`src/ubfc_pkg.sv`:
```
//==============================================================================
// Overview of operation
// Channels 2-7 break only on fetch address
// Address registers clear only on power-on reset
// Software keeps address bit 0 at zero
// Disable bit 13 suppresses interrupt requests
// Condition register reserved bits read zero
// Bus-cycle select: 00 off, 01 fetch bus
// Fetch select: 00 off, 01 instruction fetch
// Condition registers clear only on power-on reset
// Flag write one keeps, zero clears
// Clear one flag: write ones elsewhere
// Internal-bus flags set by channels 1, 0
// CPU-bus flag 8+n set by channel n
// Width field: 10 four, 11 eight cycles
// Timing bit: 0 before, 1 after execution
// Control register clears only on power-on reset
// Control reserved bits 31-26, 23-18 read zero
// Match: interrupt, flag and trigger pulse
// Disabled interrupt still gives trigger pulse
// Uncleared flag keeps interrupt request raised
// No break for overrun, unexecuted fetches
// Match needs both selects 01, address equal
// Trigger active low for programmed width
package ubfc_pkg;

   //===========================================================================
   // Geometry
   localparam int NUM_CH   = 6;
   localparam int FIRST_CH = 2;

   //===========================================================================
   // Register offsets (byte addresses on the register port)
   localparam logic [7:0] BAR_BASE   = 8'h20;
   localparam logic [7:0] BAR_STRIDE = 8'h10;
   localparam logic [7:0] COND_BASE   = 8'ha8;
   localparam logic [7:0] COND_STRIDE = 8'h04;
   localparam logic [7:0] CTRL_OFF    = 8'hc0;

   //===========================================================================
   // Field positions
   localparam int COND_IRQDIS_BIT   = 13;
   localparam int COND_BUSSEL_LSB   = 6;
   localparam int COND_FETCHSEL_LSB = 4;
   localparam int CTRL_IFLAG_LSB    = 24;
   localparam int CTRL_WIDTH_LSB    = 16;
   localparam int CTRL_CFLAG_LSB    = 8;
   localparam int CTRL_TIMING_LSB   = 0;

   //===========================================================================
   // Encodings and timing counts
   localparam logic [1:0] SEL_ON    = 2'h1;
   localparam logic [1:0] WIDTH_W4  = 2'h2;
   localparam logic [1:0] WIDTH_W8  = 2'h3;
   localparam logic [3:0] TRIG_LEN4 = 4'h4;
   localparam logic [3:0] TRIG_LEN8 = 4'h8;

   //===========================================================================
   // Reset values
   localparam logic [31:0] BAR_RST   = 32'h0000_0000;
   localparam logic [1:0]  SEL_RST   = 2'h0;
   localparam logic [7:0]  BYTE_RST  = 8'h00;
   localparam logic [3:0]  CNT_RST   = 4'h0;

   //===========================================================================
   // Carriers
   typedef struct packed {
      logic        wrEn;
      logic        rdEn;
      logic [7:0]  addr;
      logic [31:0] wrData;
   } ubfc_reg_req_t;

   // Executed-instruction events; overrun fetches never appear here
   typedef struct packed {
      logic        startValid;
      logic [31:0] startAddr;
      logic        doneValid;
      logic [31:0] doneAddr;
   } ubfc_exec_t;

   typedef struct packed {
      logic [NUM_CH-1:0][31:0] bar;
      logic [NUM_CH-1:0]       irqDis;
      logic [NUM_CH-1:0][1:0]  busSel;
      logic [NUM_CH-1:0][1:0]  fetchSel;
      logic [1:0]              ibusFlag;
      logic [1:0]              trigWidth;
      logic [7:0]              cbusFlag;
      logic [7:0]              pcTiming;
      logic [3:0]              trigCnt;
      logic                    trigOut_b;
      logic                    breakIrq;
      logic [31:0]             rdData;
   } ubfc_state_t;

   localparam ubfc_state_t ST_RST = '{
      bar:       {NUM_CH{BAR_RST}},
      irqDis:    '0,
      busSel:    {NUM_CH{SEL_RST}},
      fetchSel:  {NUM_CH{SEL_RST}},
      ibusFlag:  SEL_RST,
      trigWidth: SEL_RST,
      cbusFlag:  BYTE_RST,
      pcTiming:  BYTE_RST,
      trigCnt:   CNT_RST,
      trigOut_b: 1'b1,
      breakIrq:  1'b0,
      rdData:    BAR_RST
   };

endpackage : ubfc_pkg

```
`src/ubfc_fetch_break.sv`:
```
// Decided for this implementation: strobed register access and the register offsets.
`timescale 1ns/1ps
module ubfc_fetch_break (
   input  wire logic                   clk_sys,
   input  wire logic                   rst_b,
   input  wire ubfc_pkg::ubfc_reg_req_t regReq,
   output      logic [31:0]            regRdData,
   input  wire ubfc_pkg::ubfc_exec_t   execEvt,
   input  wire logic [1:0]             cbusMatch01,
   input  wire logic [1:0]             ibusMatch01,
   input  wire logic [1:0]             ch01IrqEn,
   output      logic                   breakIrq,
   output      logic                   breakTrigOut_b
);

   ubfc_pkg::ubfc_state_t st_q;
   ubfc_pkg::ubfc_state_t st_d;
   logic [7:0]            hitVec;
   logic                  wrCtrl;

   //===========================================================================
   // Helpers
   function automatic logic [7:0] barOff(input int ch);
      barOff = ubfc_pkg::BAR_BASE + 8'(ch) * ubfc_pkg::BAR_STRIDE;
   endfunction : barOff

   function automatic logic [7:0] condOff(input int ch);
      condOff = ubfc_pkg::COND_BASE + 8'(ch) * ubfc_pkg::COND_STRIDE;
   endfunction : condOff

   // Prohibited width codes fall back to the short pulse
   function automatic logic [3:0] trigLen(input logic [1:0] w);
      trigLen = (w == ubfc_pkg::WIDTH_W8) ? ubfc_pkg::TRIG_LEN8 : ubfc_pkg::TRIG_LEN4;
   endfunction : trigLen

   // Before-execution breaks look at the start event, after-execution at the done event
   function automatic logic chanHit(input logic [1:0]  bsel,
                                    input logic [1:0]  fsel,
                                    input logic        after,
                                    input logic [31:0] bar,
                                    input ubfc_pkg::ubfc_exec_t ev);
      logic        v;
      logic [31:0] a;
      v = after ? ev.doneValid : ev.startValid;
      a = after ? ev.doneAddr : ev.startAddr;
      chanHit = v && (bsel == ubfc_pkg::SEL_ON) && (fsel == ubfc_pkg::SEL_ON)
                && (a == bar);
   endfunction : chanHit

   //===========================================================================
   // Next state
   always_comb begin
      st_d   = st_q;
      hitVec = {6'h00, cbusMatch01};
      wrCtrl = regReq.wrEn && (regReq.addr == ubfc_pkg::CTRL_OFF);
      for (int i = 0; i < ubfc_pkg::NUM_CH; i++) begin
         hitVec[i + ubfc_pkg::FIRST_CH] = chanHit(st_q.busSel[i], st_q.fetchSel[i],
            st_q.pcTiming[i + ubfc_pkg::FIRST_CH], st_q.bar[i], execEvt);
      end

      // Register writes
      for (int i = 0; i < ubfc_pkg::NUM_CH; i++) begin
         if (regReq.wrEn && regReq.addr == barOff(i)) begin
            st_d.bar[i] = regReq.wrData;
         end
         if (regReq.wrEn && regReq.addr == condOff(i)) begin
            st_d.irqDis[i]   = regReq.wrData[ubfc_pkg::COND_IRQDIS_BIT];
            st_d.busSel[i]   = regReq.wrData[ubfc_pkg::COND_BUSSEL_LSB +: 2];
            st_d.fetchSel[i] = regReq.wrData[ubfc_pkg::COND_FETCHSEL_LSB +: 2];
         end
      end
      if (wrCtrl) begin
         st_d.trigWidth = regReq.wrData[ubfc_pkg::CTRL_WIDTH_LSB +: 2];
         st_d.pcTiming  = regReq.wrData[ubfc_pkg::CTRL_TIMING_LSB +: 8];
         // A written one leaves its flag alone; only zeros clear
         st_d.cbusFlag = st_q.cbusFlag & regReq.wrData[ubfc_pkg::CTRL_CFLAG_LSB +: 8];
         st_d.ibusFlag = st_q.ibusFlag & regReq.wrData[ubfc_pkg::CTRL_IFLAG_LSB +: 2];
      end
      // A match in the clearing cycle wins over the clear
      st_d.cbusFlag = st_d.cbusFlag | hitVec;
      st_d.ibusFlag = st_d.ibusFlag | ibusMatch01;

      // Trigger pulse; a fresh match restarts the count
      if ((|hitVec) || (|ibusMatch01)) begin
         st_d.trigCnt = trigLen(st_q.trigWidth);
      end else if (st_q.trigCnt != ubfc_pkg::CNT_RST) begin
         st_d.trigCnt = st_q.trigCnt - 4'h1;
      end
      st_d.trigOut_b = (st_d.trigCnt == ubfc_pkg::CNT_RST);

      // Level request follows the flags, so an uncleared flag keeps it up
      st_d.breakIrq = (|(st_d.cbusFlag[7:2] & ~st_d.irqDis))
                   || (|((st_d.cbusFlag[1:0] | st_d.ibusFlag) & ch01IrqEn));

      // Read data stand only in the cycle after the strobe
      st_d.rdData = '0;
      if (regReq.rdEn) begin
         for (int i = 0; i < ubfc_pkg::NUM_CH; i++) begin
            if (regReq.addr == barOff(i)) begin
               st_d.rdData = st_q.bar[i];
            end
            if (regReq.addr == condOff(i)) begin
               st_d.rdData[ubfc_pkg::COND_IRQDIS_BIT]        = st_q.irqDis[i];
               st_d.rdData[ubfc_pkg::COND_BUSSEL_LSB +: 2]   = st_q.busSel[i];
               st_d.rdData[ubfc_pkg::COND_FETCHSEL_LSB +: 2] = st_q.fetchSel[i];
            end
         end
         if (regReq.addr == ubfc_pkg::CTRL_OFF) begin
            st_d.rdData[ubfc_pkg::CTRL_IFLAG_LSB +: 2]  = st_q.ibusFlag;
            st_d.rdData[ubfc_pkg::CTRL_WIDTH_LSB +: 2]  = st_q.trigWidth;
            st_d.rdData[ubfc_pkg::CTRL_CFLAG_LSB +: 8]  = st_q.cbusFlag;
            st_d.rdData[ubfc_pkg::CTRL_TIMING_LSB +: 8] = st_q.pcTiming;
         end
      end
   end

   //===========================================================================
   // State register; only power-on reset reaches it
   always_ff @(posedge clk_sys or negedge rst_b) begin
      if (!rst_b) begin
         st_q <= ubfc_pkg::ST_RST;
      end else begin
         st_q <= st_d;
      end
   end

   assign regRdData      = st_q.rdData;
   assign breakIrq       = st_q.breakIrq;
   assign breakTrigOut_b = st_q.trigOut_b;
endmodule : ubfc_fetch_break

```
`config.mk`:
```
export PLATFORM = sky130hd
export DESIGN_NAME = ubfc_fetch_break
export DESIGN_NICKNAME = d
export VERILOG_FILES = /design/src/ubfc_pkg.sv /design/src/ubfc_fetch_break.sv
export SDC_FILE = /design/constraint.sdc
export NUM_CORES = 1
export LEC_CHECK = 0
export BUFFER_PORTS_ARGS = -buffer_cell sky130_fd_sc_hd__clkbuf_2
export CAP_MARGIN = 20
export CORE_ASPECT_RATIO = 0.75
export CORE_MARGIN = 8
export CORE_UTILIZATION = 49
export CTS_CLUSTER_SIZE = 10
export DETAILED_ROUTE_END_ITERATION = 12
export PLACE_DENSITY_LB_ADDON = 0.08
export SLEW_MARGIN = 10
export SYNTH_ARGS = -nofsm -noshare
export SYNTH_HDL_FRONTEND = slang
export SYNTH_SLANG_ARGS = --single-unit
```
`constraint.sdc`:
```
create_clock -name clk_sys -period 3.2 [get_ports clk_sys]
set_input_delay 0.64 -clock clk_sys [delete_from_list [all_inputs] [get_ports clk_sys]]
set_output_delay 0.64 -clock clk_sys [all_outputs]
set_load 0.01 [all_outputs]
```
==> results of run 1 <==
## per-stage QoR
| step | worst slack [ns] | power, mW | utilization | area, sq um | hold slack (ns) |
|---|---|---|---|---|---|
| finish | 0.0345 | 8.67 | 0.577 | 19300 | 0.103 |
| global route | 0.0596 | 8.95 | 0.577 | 19300 | 0.137 |
| CTS | 0.210 | 8.70 | 0.577 | 19300 | 0.122 |
| detailed placement | 0.182 | 5.15 | 0.548 | 18300 | 0.485 |
| global placement | 0.153 | 5.15 | 0.548 | 18300 | 0.477 |
| floorplan | 0.691 | 4.50 | - | 16600 | 0.344 |
## cell families after synthesis
group                    share of synthesized area
AO/OA/AOI/OAI                               0.0609
XOR/XNOR                                     0.102
adder cells (fa/ha/maj)                   0.000753
buffers and inverters                       0.0394
flip-flops                                   0.422
multiplexers                                 0.297
AND/OR/NAND/NOR                             0.0778
## power by group
part	internal (mW)	total (mW)	switching [mW]
sequential	3.69	3.85	0.160
clock	2.06	3.55	1.49
combinational	0.531	1.27	0.743
## layer usage
layer	vias up	track usage
met5	-	0.0187
met3	126	0.0872
met2	645	0.455
met4	6	0.0835
li1	5578	-
met1	6548	0.446
## worst paths after layout
kind                                                 end            startpoint  slack, ns  cells past startpoint
min in group clk_sys                  st_q[57]$_DFF_PN0_        ibusMatch01[1]       0.34                      2
worst max register to register        st_q[36]$_DFF_PN0_  st_q[41]$_DFFE_PN0P_       0.03                     10
max in group asynchronous          st_q[142]$_DFFE_PN0P_                 rst_b       2.16                      2
worst min-delay path                st_q[78]$_DFFE_PN0P_                 rst_b       0.10                      1
worst min register to register  breakTrigOut_b$_DFF_PN1_    st_q[37]$_DFF_PN0_       0.50                      1
worst max-delay path                  st_q[36]$_DFF_PN0_  st_q[41]$_DFFE_PN0P_       0.03                     10
## layout by cell type (no fill, tap or decap), drive strengths merged, types with 6 or more instances in the layout
| master | count |
|---|---|
| clkbuf | 199 |
| o21a | 8 |
| xor2 | 31 |
| a21oi | 50 |
| inv | 7 |
| or2 | 6 |
| nand4 | 20 |
| nor4 | 42 |
| a222oi | 22 |
| xnor2 | 163 |
| nand3 | 13 |
| nor3 | 22 |
| mux2 | 238 |
| nor2 | 42 |
| nand2 | 61 |
| o21ai | 19 |
| mux4 | 9 |
| mux2i | 205 |
| dfrtp | 279 |
| a31oi | 16 |
| a22oi | 10 |
| a221oi | 8 |
| buf | 105 |
## registers in the layout (all words and copies together) (netlist names)
register        count
regRdData          32
breakTrigOut_b      1
st_q              246
breakIrq            1
## worst register-to-register path: cells and delay by family (launching register included)
kind	cells	cell delay [ns]
flip-flops	1	0.56
AND/OR/NAND/NOR	5	1.30
multiplexers	2	0.58
buffers and inverters	2	0.45
XOR/XNOR	1	0.17
## cell type report
class                      count  area, sq um  area share
multi-input combinational   1036         8970       0.465
sequential                   280         7020       0.363
timing repair buffer         253         1760      0.0912
clock buffer                  51          966      0.0500
tap                          450          563      0.0292
inverter                       7         26.3     0.00136
clock inverter                 1         8.76    0.000454
==> results.cfg, run 1 <==
[grt]
first_global_vias = 13010
grt_max_degree = 76
grt_pass1_wl_um = 92500
track_usage = 0.311
overflow = 0
grt_antenna_before_repair = 3

[clock_network]
htreeDepth = 2
tritoncts = yes
path_clk_slew_ns = 0.06
cts_sinks = 280
holdBufCountCts = 0
clock_path_buffers = 3
cts_setup_buffers = 0
cts_root_buf = clkbuf_16
cts_resized = 0
clk_latency_ns = 0.53
cts_buffers = 34

[die]
fp.dieH_um = 175
fp.dieW_um = 229
initial_core_util = 0.497
io_pins = 150
dieArea_sq_mm = 0.0401
core_sq_mm = 0.0335
rows = 58

[setup_path]
path_buf_inv = 2
start_kind = register
cp_slowest_cell = dfrtp_2
path_class = reg2reg
crit_arrival_ns = 3.58
path_delay_family = simple AND/OR/NAND/NOR gates
cp-end-kind = register
critPathMaxStageDelay_ns = 0.56
crit_chain = buf_12, mux2i_1, xnor2_1, nor4_1, nand4_1, nor3_1, buf_4, nor4b_1, nand2_1, mux2_2
critical_path.max_fanout = 13
required_ns = 3.61

[logic_synthesis]
syn_area_sq_mm = 0.0166
synth_edf_count = 0
synth_area_leader_cell = dfrtp_1
synth_ff_type = dfrtp_1
ys_top_cells_by_count = dfrtp_1 (279), mux2_2 (235), mux2i_1 (205)
yosysTopAreaCellShare = 0.420
synth_nets = 1553
ys_types = 58
syn_avg_cell_area_sq_um = 11.6
ys_ff_latch = 280
syn_inst = 1436
ys_seq_area_frac = 0.422
yosysMostFrequentCell = dfrtp_1
yosysWarnings = 0
async_reset_ff_frac = 1.00
synth.top_cells.by_area = dfrtp_1 (42%), mux2_2 (16%), mux2i_1 (12%), xnor2_1 (8.6%), buf_4 (1.7%)

[sta]
rsz0062_at_grt = false
finalCriticalPeriod_ns = 3.17
post-route-period-util = 0.989
max-slew-margin-rel = 0.490
tightest_slew_ns = 0.755
fmax_mhz = 316
setup-tns-final_ns = 0
hold_violations = 0
finalMaxSlewViolations = 0
clock_skew_ns = 0.0238
setup_viol = 0

[detailed_routing]
vias = 12903
drc = 0
wl_met1_um = 28200
drt_iter0_drc = 1596
dr_wl_met3_um = 6470
wirelength_um = 63500
vias_per_cell = 6.21
routed.top_layer = met5
wire_per_inst_um = 30.6
antenna_left = 0
wl_met2_um = 27000
drt_pass1_iterations = 8

[finish]
fillers = 2902
drive_gt1_frac = 0.347
nets = 1729
antenna_cells = 0
area_growth_pct = 16.2
final_cells = 2078

[worst_hold_path]
hold_class = in2async

[power]
power.leakage_nw = 8.46
ir_worst_vdd_mv = 0.386
power.density_mw_per_mm2 = 449

[run_status]
status = complete, no violations

[run]
cap_viol_max_count = 0

[placement]
dp_hpwl_um = 47200
dp.cells = 2026
gp_congestion = 0.993
numPortBuffers = 149
(Power assumes the default switching activity.)
==> run 2: changes to the inputs <==
Settings changed: CORE_UTILIZATION 49 to 38, CTS_BUF_LIST set to sky130_fd_sc_hd__clkbuf_8.
==> run 2 against run 1 <==
Against the previous run: clock skew down 0.0059 ns; utilization down 12 points; first-iteration DRC count down 14%; critical path type unchanged; largest power group unchanged.
==> results.cfg, run 2 (synthesized netlist as in run 1, its figures left out) <==
[setup_path]
crit_chain = buf_12, mux2i_1, xnor2_1, nor4_1, nand4_1, nor3_1, buf_4, nor4b_1, nand2_1, mux2_2
start_kind = register
cp-end-kind = register
crit_arrival_ns = 3.59
cp_slowest_cell = nor4_1
critical_path.max_fanout = 17
required_ns = 3.67
path_class = reg2reg
critPathMaxStageDelay_ns = 0.49

[finish]
nets = 1759
antenna_cells = 0
area_growth_pct = 19.1
largest-register = st_q
largest_reg_flops = 246
most-common-layout-cells = dfrtp_1 (273), mux2_2 (235), mux2i_1 (205)
final_util = 0.457
drive_gt1_frac = 0.369
final_common_cell = dfrtp_1

[power]
power.leakage_nw = 8.73
power.density_mw_per_mm2 = 451
p_sw_frac = 0.284
p_seq_frac = 0.431
cell_internal_pwr_mw = 6.39
comb_power_share = 0.146
ir_worst_vdd_mv = 0.335
pwr-share-clk = 0.423
switchingPower_mw = 2.54

[sta]
layout_setup_ws_ns = 0.0868
post-route-period-util = 0.973
tightest_slew_ns = 0.936
rsz0062_at_grt = false
hold_violations = 0
fmax_mhz = 321
setup_viol = 0
clock_skew_ns = 0.0179
max-slew-margin-rel = 0.368
finalMaxSlewViolations = 0
finalCriticalPeriod_ns = 3.11

[detailed_routing]
wire_per_inst_um = 30.0
vias_per_cell = 5.77
vias = 13042
drt_pass1_iterations = 5
drt_iter0_drc = 1375
drc = 0
antenna_left = 0
wirelength_um = 67900

[die]
fp.dieW_um = 257
core_sq_mm = 0.0433
fp.dieH_um = 197
dieArea_sq_mm = 0.0507
rows = 66
initial_core_util = 0.384
io_pins = 150

[clock_network]
cts_buffers = 51
clock_path_buffers = 3
htreeDepth = 2
cts_sinks = 280
cts_root_buf = clkbuf_8
tritoncts = yes
clk_latency_ns = 0.60
holdBufCountCts = 0
path_clk_slew_ns = 0.06

[grt]
overflow = 0
grt_antenna_before_repair = 0
grt_pass1_wl_um = 98200
first_global_vias = 13389
track_usage = 0.262
grt_max_degree = 75

[run]
cap_viol_max_count = 0

[worst_hold_path]
hold_class = in2async

[placement]
gp_congestion = 0.933
dp_hpwl_um = 50000
pre_cts_ws_ns = -0.122
numPortBuffers = 149

[run_status]
status = complete, no violations
run 2: cell types whose count changed in the layout (fill, tap and decap cells not counted), sizes merged:
cell	previous run	this run
clkinv	1	6
bufinv	0	2
buf	105	118
clkbuf	199	221
inv	7	19
run 2: final cells by class:
class	instances	area (sq um)
inverter	7	26.3
clock buffer	73	1000
fill	4096	23500
clock inverter	20	134
tap	578	723
sequential	280	7020
multi-input combinational	1036	8980
timing repair buffer	266	1910
run 2: power groups by stage:
stage               logic, mW  clock network [mW]  registers [mW]
finish                   1.31                3.78            3.84
global route             1.38                4.00            3.86
CTS                      1.30                3.86            3.84
detailed placement       1.29                   0            3.90
global placement         1.28                   0            3.90
floorplan               0.656                   0            3.84
run 2: worst max-delay path: cells and delay by family (launching register included):
kind | cells | cell delay (ns)
xor gates and xnor gates | 1 | 0.15
DFF | 1 | 0.41
buffers and inverters | 2 | 0.40
muxes | 2 | 0.60
and+or+nand+nor | 5 | 1.41
run 2: final timing paths:
| path | startpoint | end | slack, ns | cells after the start |
|---|---|---|---|---|
| setup / recovery | st_q[40]$_DFFE_PN0P_ | st_q[36]$_DFF_PN0_ | 0.09 | 10 |
| hold / removal | rst_b | regRdData[6]$_DFF_PN0_ | 0.01 | 1 |
| setup reg to reg | st_q[40]$_DFFE_PN0P_ | st_q[36]$_DFF_PN0_ | 0.09 | 10 |
| hold reg to reg | st_q[37]$_DFF_PN0_ | breakTrigOut_b$_DFF_PN1_ | 0.51 | 1 |
| max in group asynchronous | rst_b | st_q[202]$_DFFE_PN0P_ | 2.34 | 2 |
| min in group clk_sys | ibusMatch01[1] | st_q[57]$_DFF_PN0_ | 0.27 | 2 |
run 2: routing by layer:
| metal | share of wire | track usage |
|---|---|---|
| met5 | 0 | 0 |
| met4 | 0.025 | 0.0693 |
| met3 | 0.074 | 0.0452 |
| met2 | 0.43 | 0.391 |
| met1 | 0.47 | 0.388 |
run 2: what timing repair did:
item / in CTS / in global routing
endpoints found under the setup margin: 2 / 0
resized for setup: 1 / 0
buffers inserted: 0 / 0
run 2: through the flow:
step / setup TNS, ns / area (sq um) / total power [mW] / cells / hold WS, ns
after floorplan: 0 / 16600 / 4.50 / 1436 / 0.344
after global placement: -0.491 / 18600 / 5.18 / 2167 / 0.477
after detailed placement: -0.210 / 18600 / 5.19 / 2167 / 0.481
after CTS: 0 / 19800 / 8.99 / 2260 / 0.0417
after global routing: 0 / 19800 / 9.24 / 2260 / 0.0557
final: 0 / 19800 / 8.93 / 2260 / 0.0145
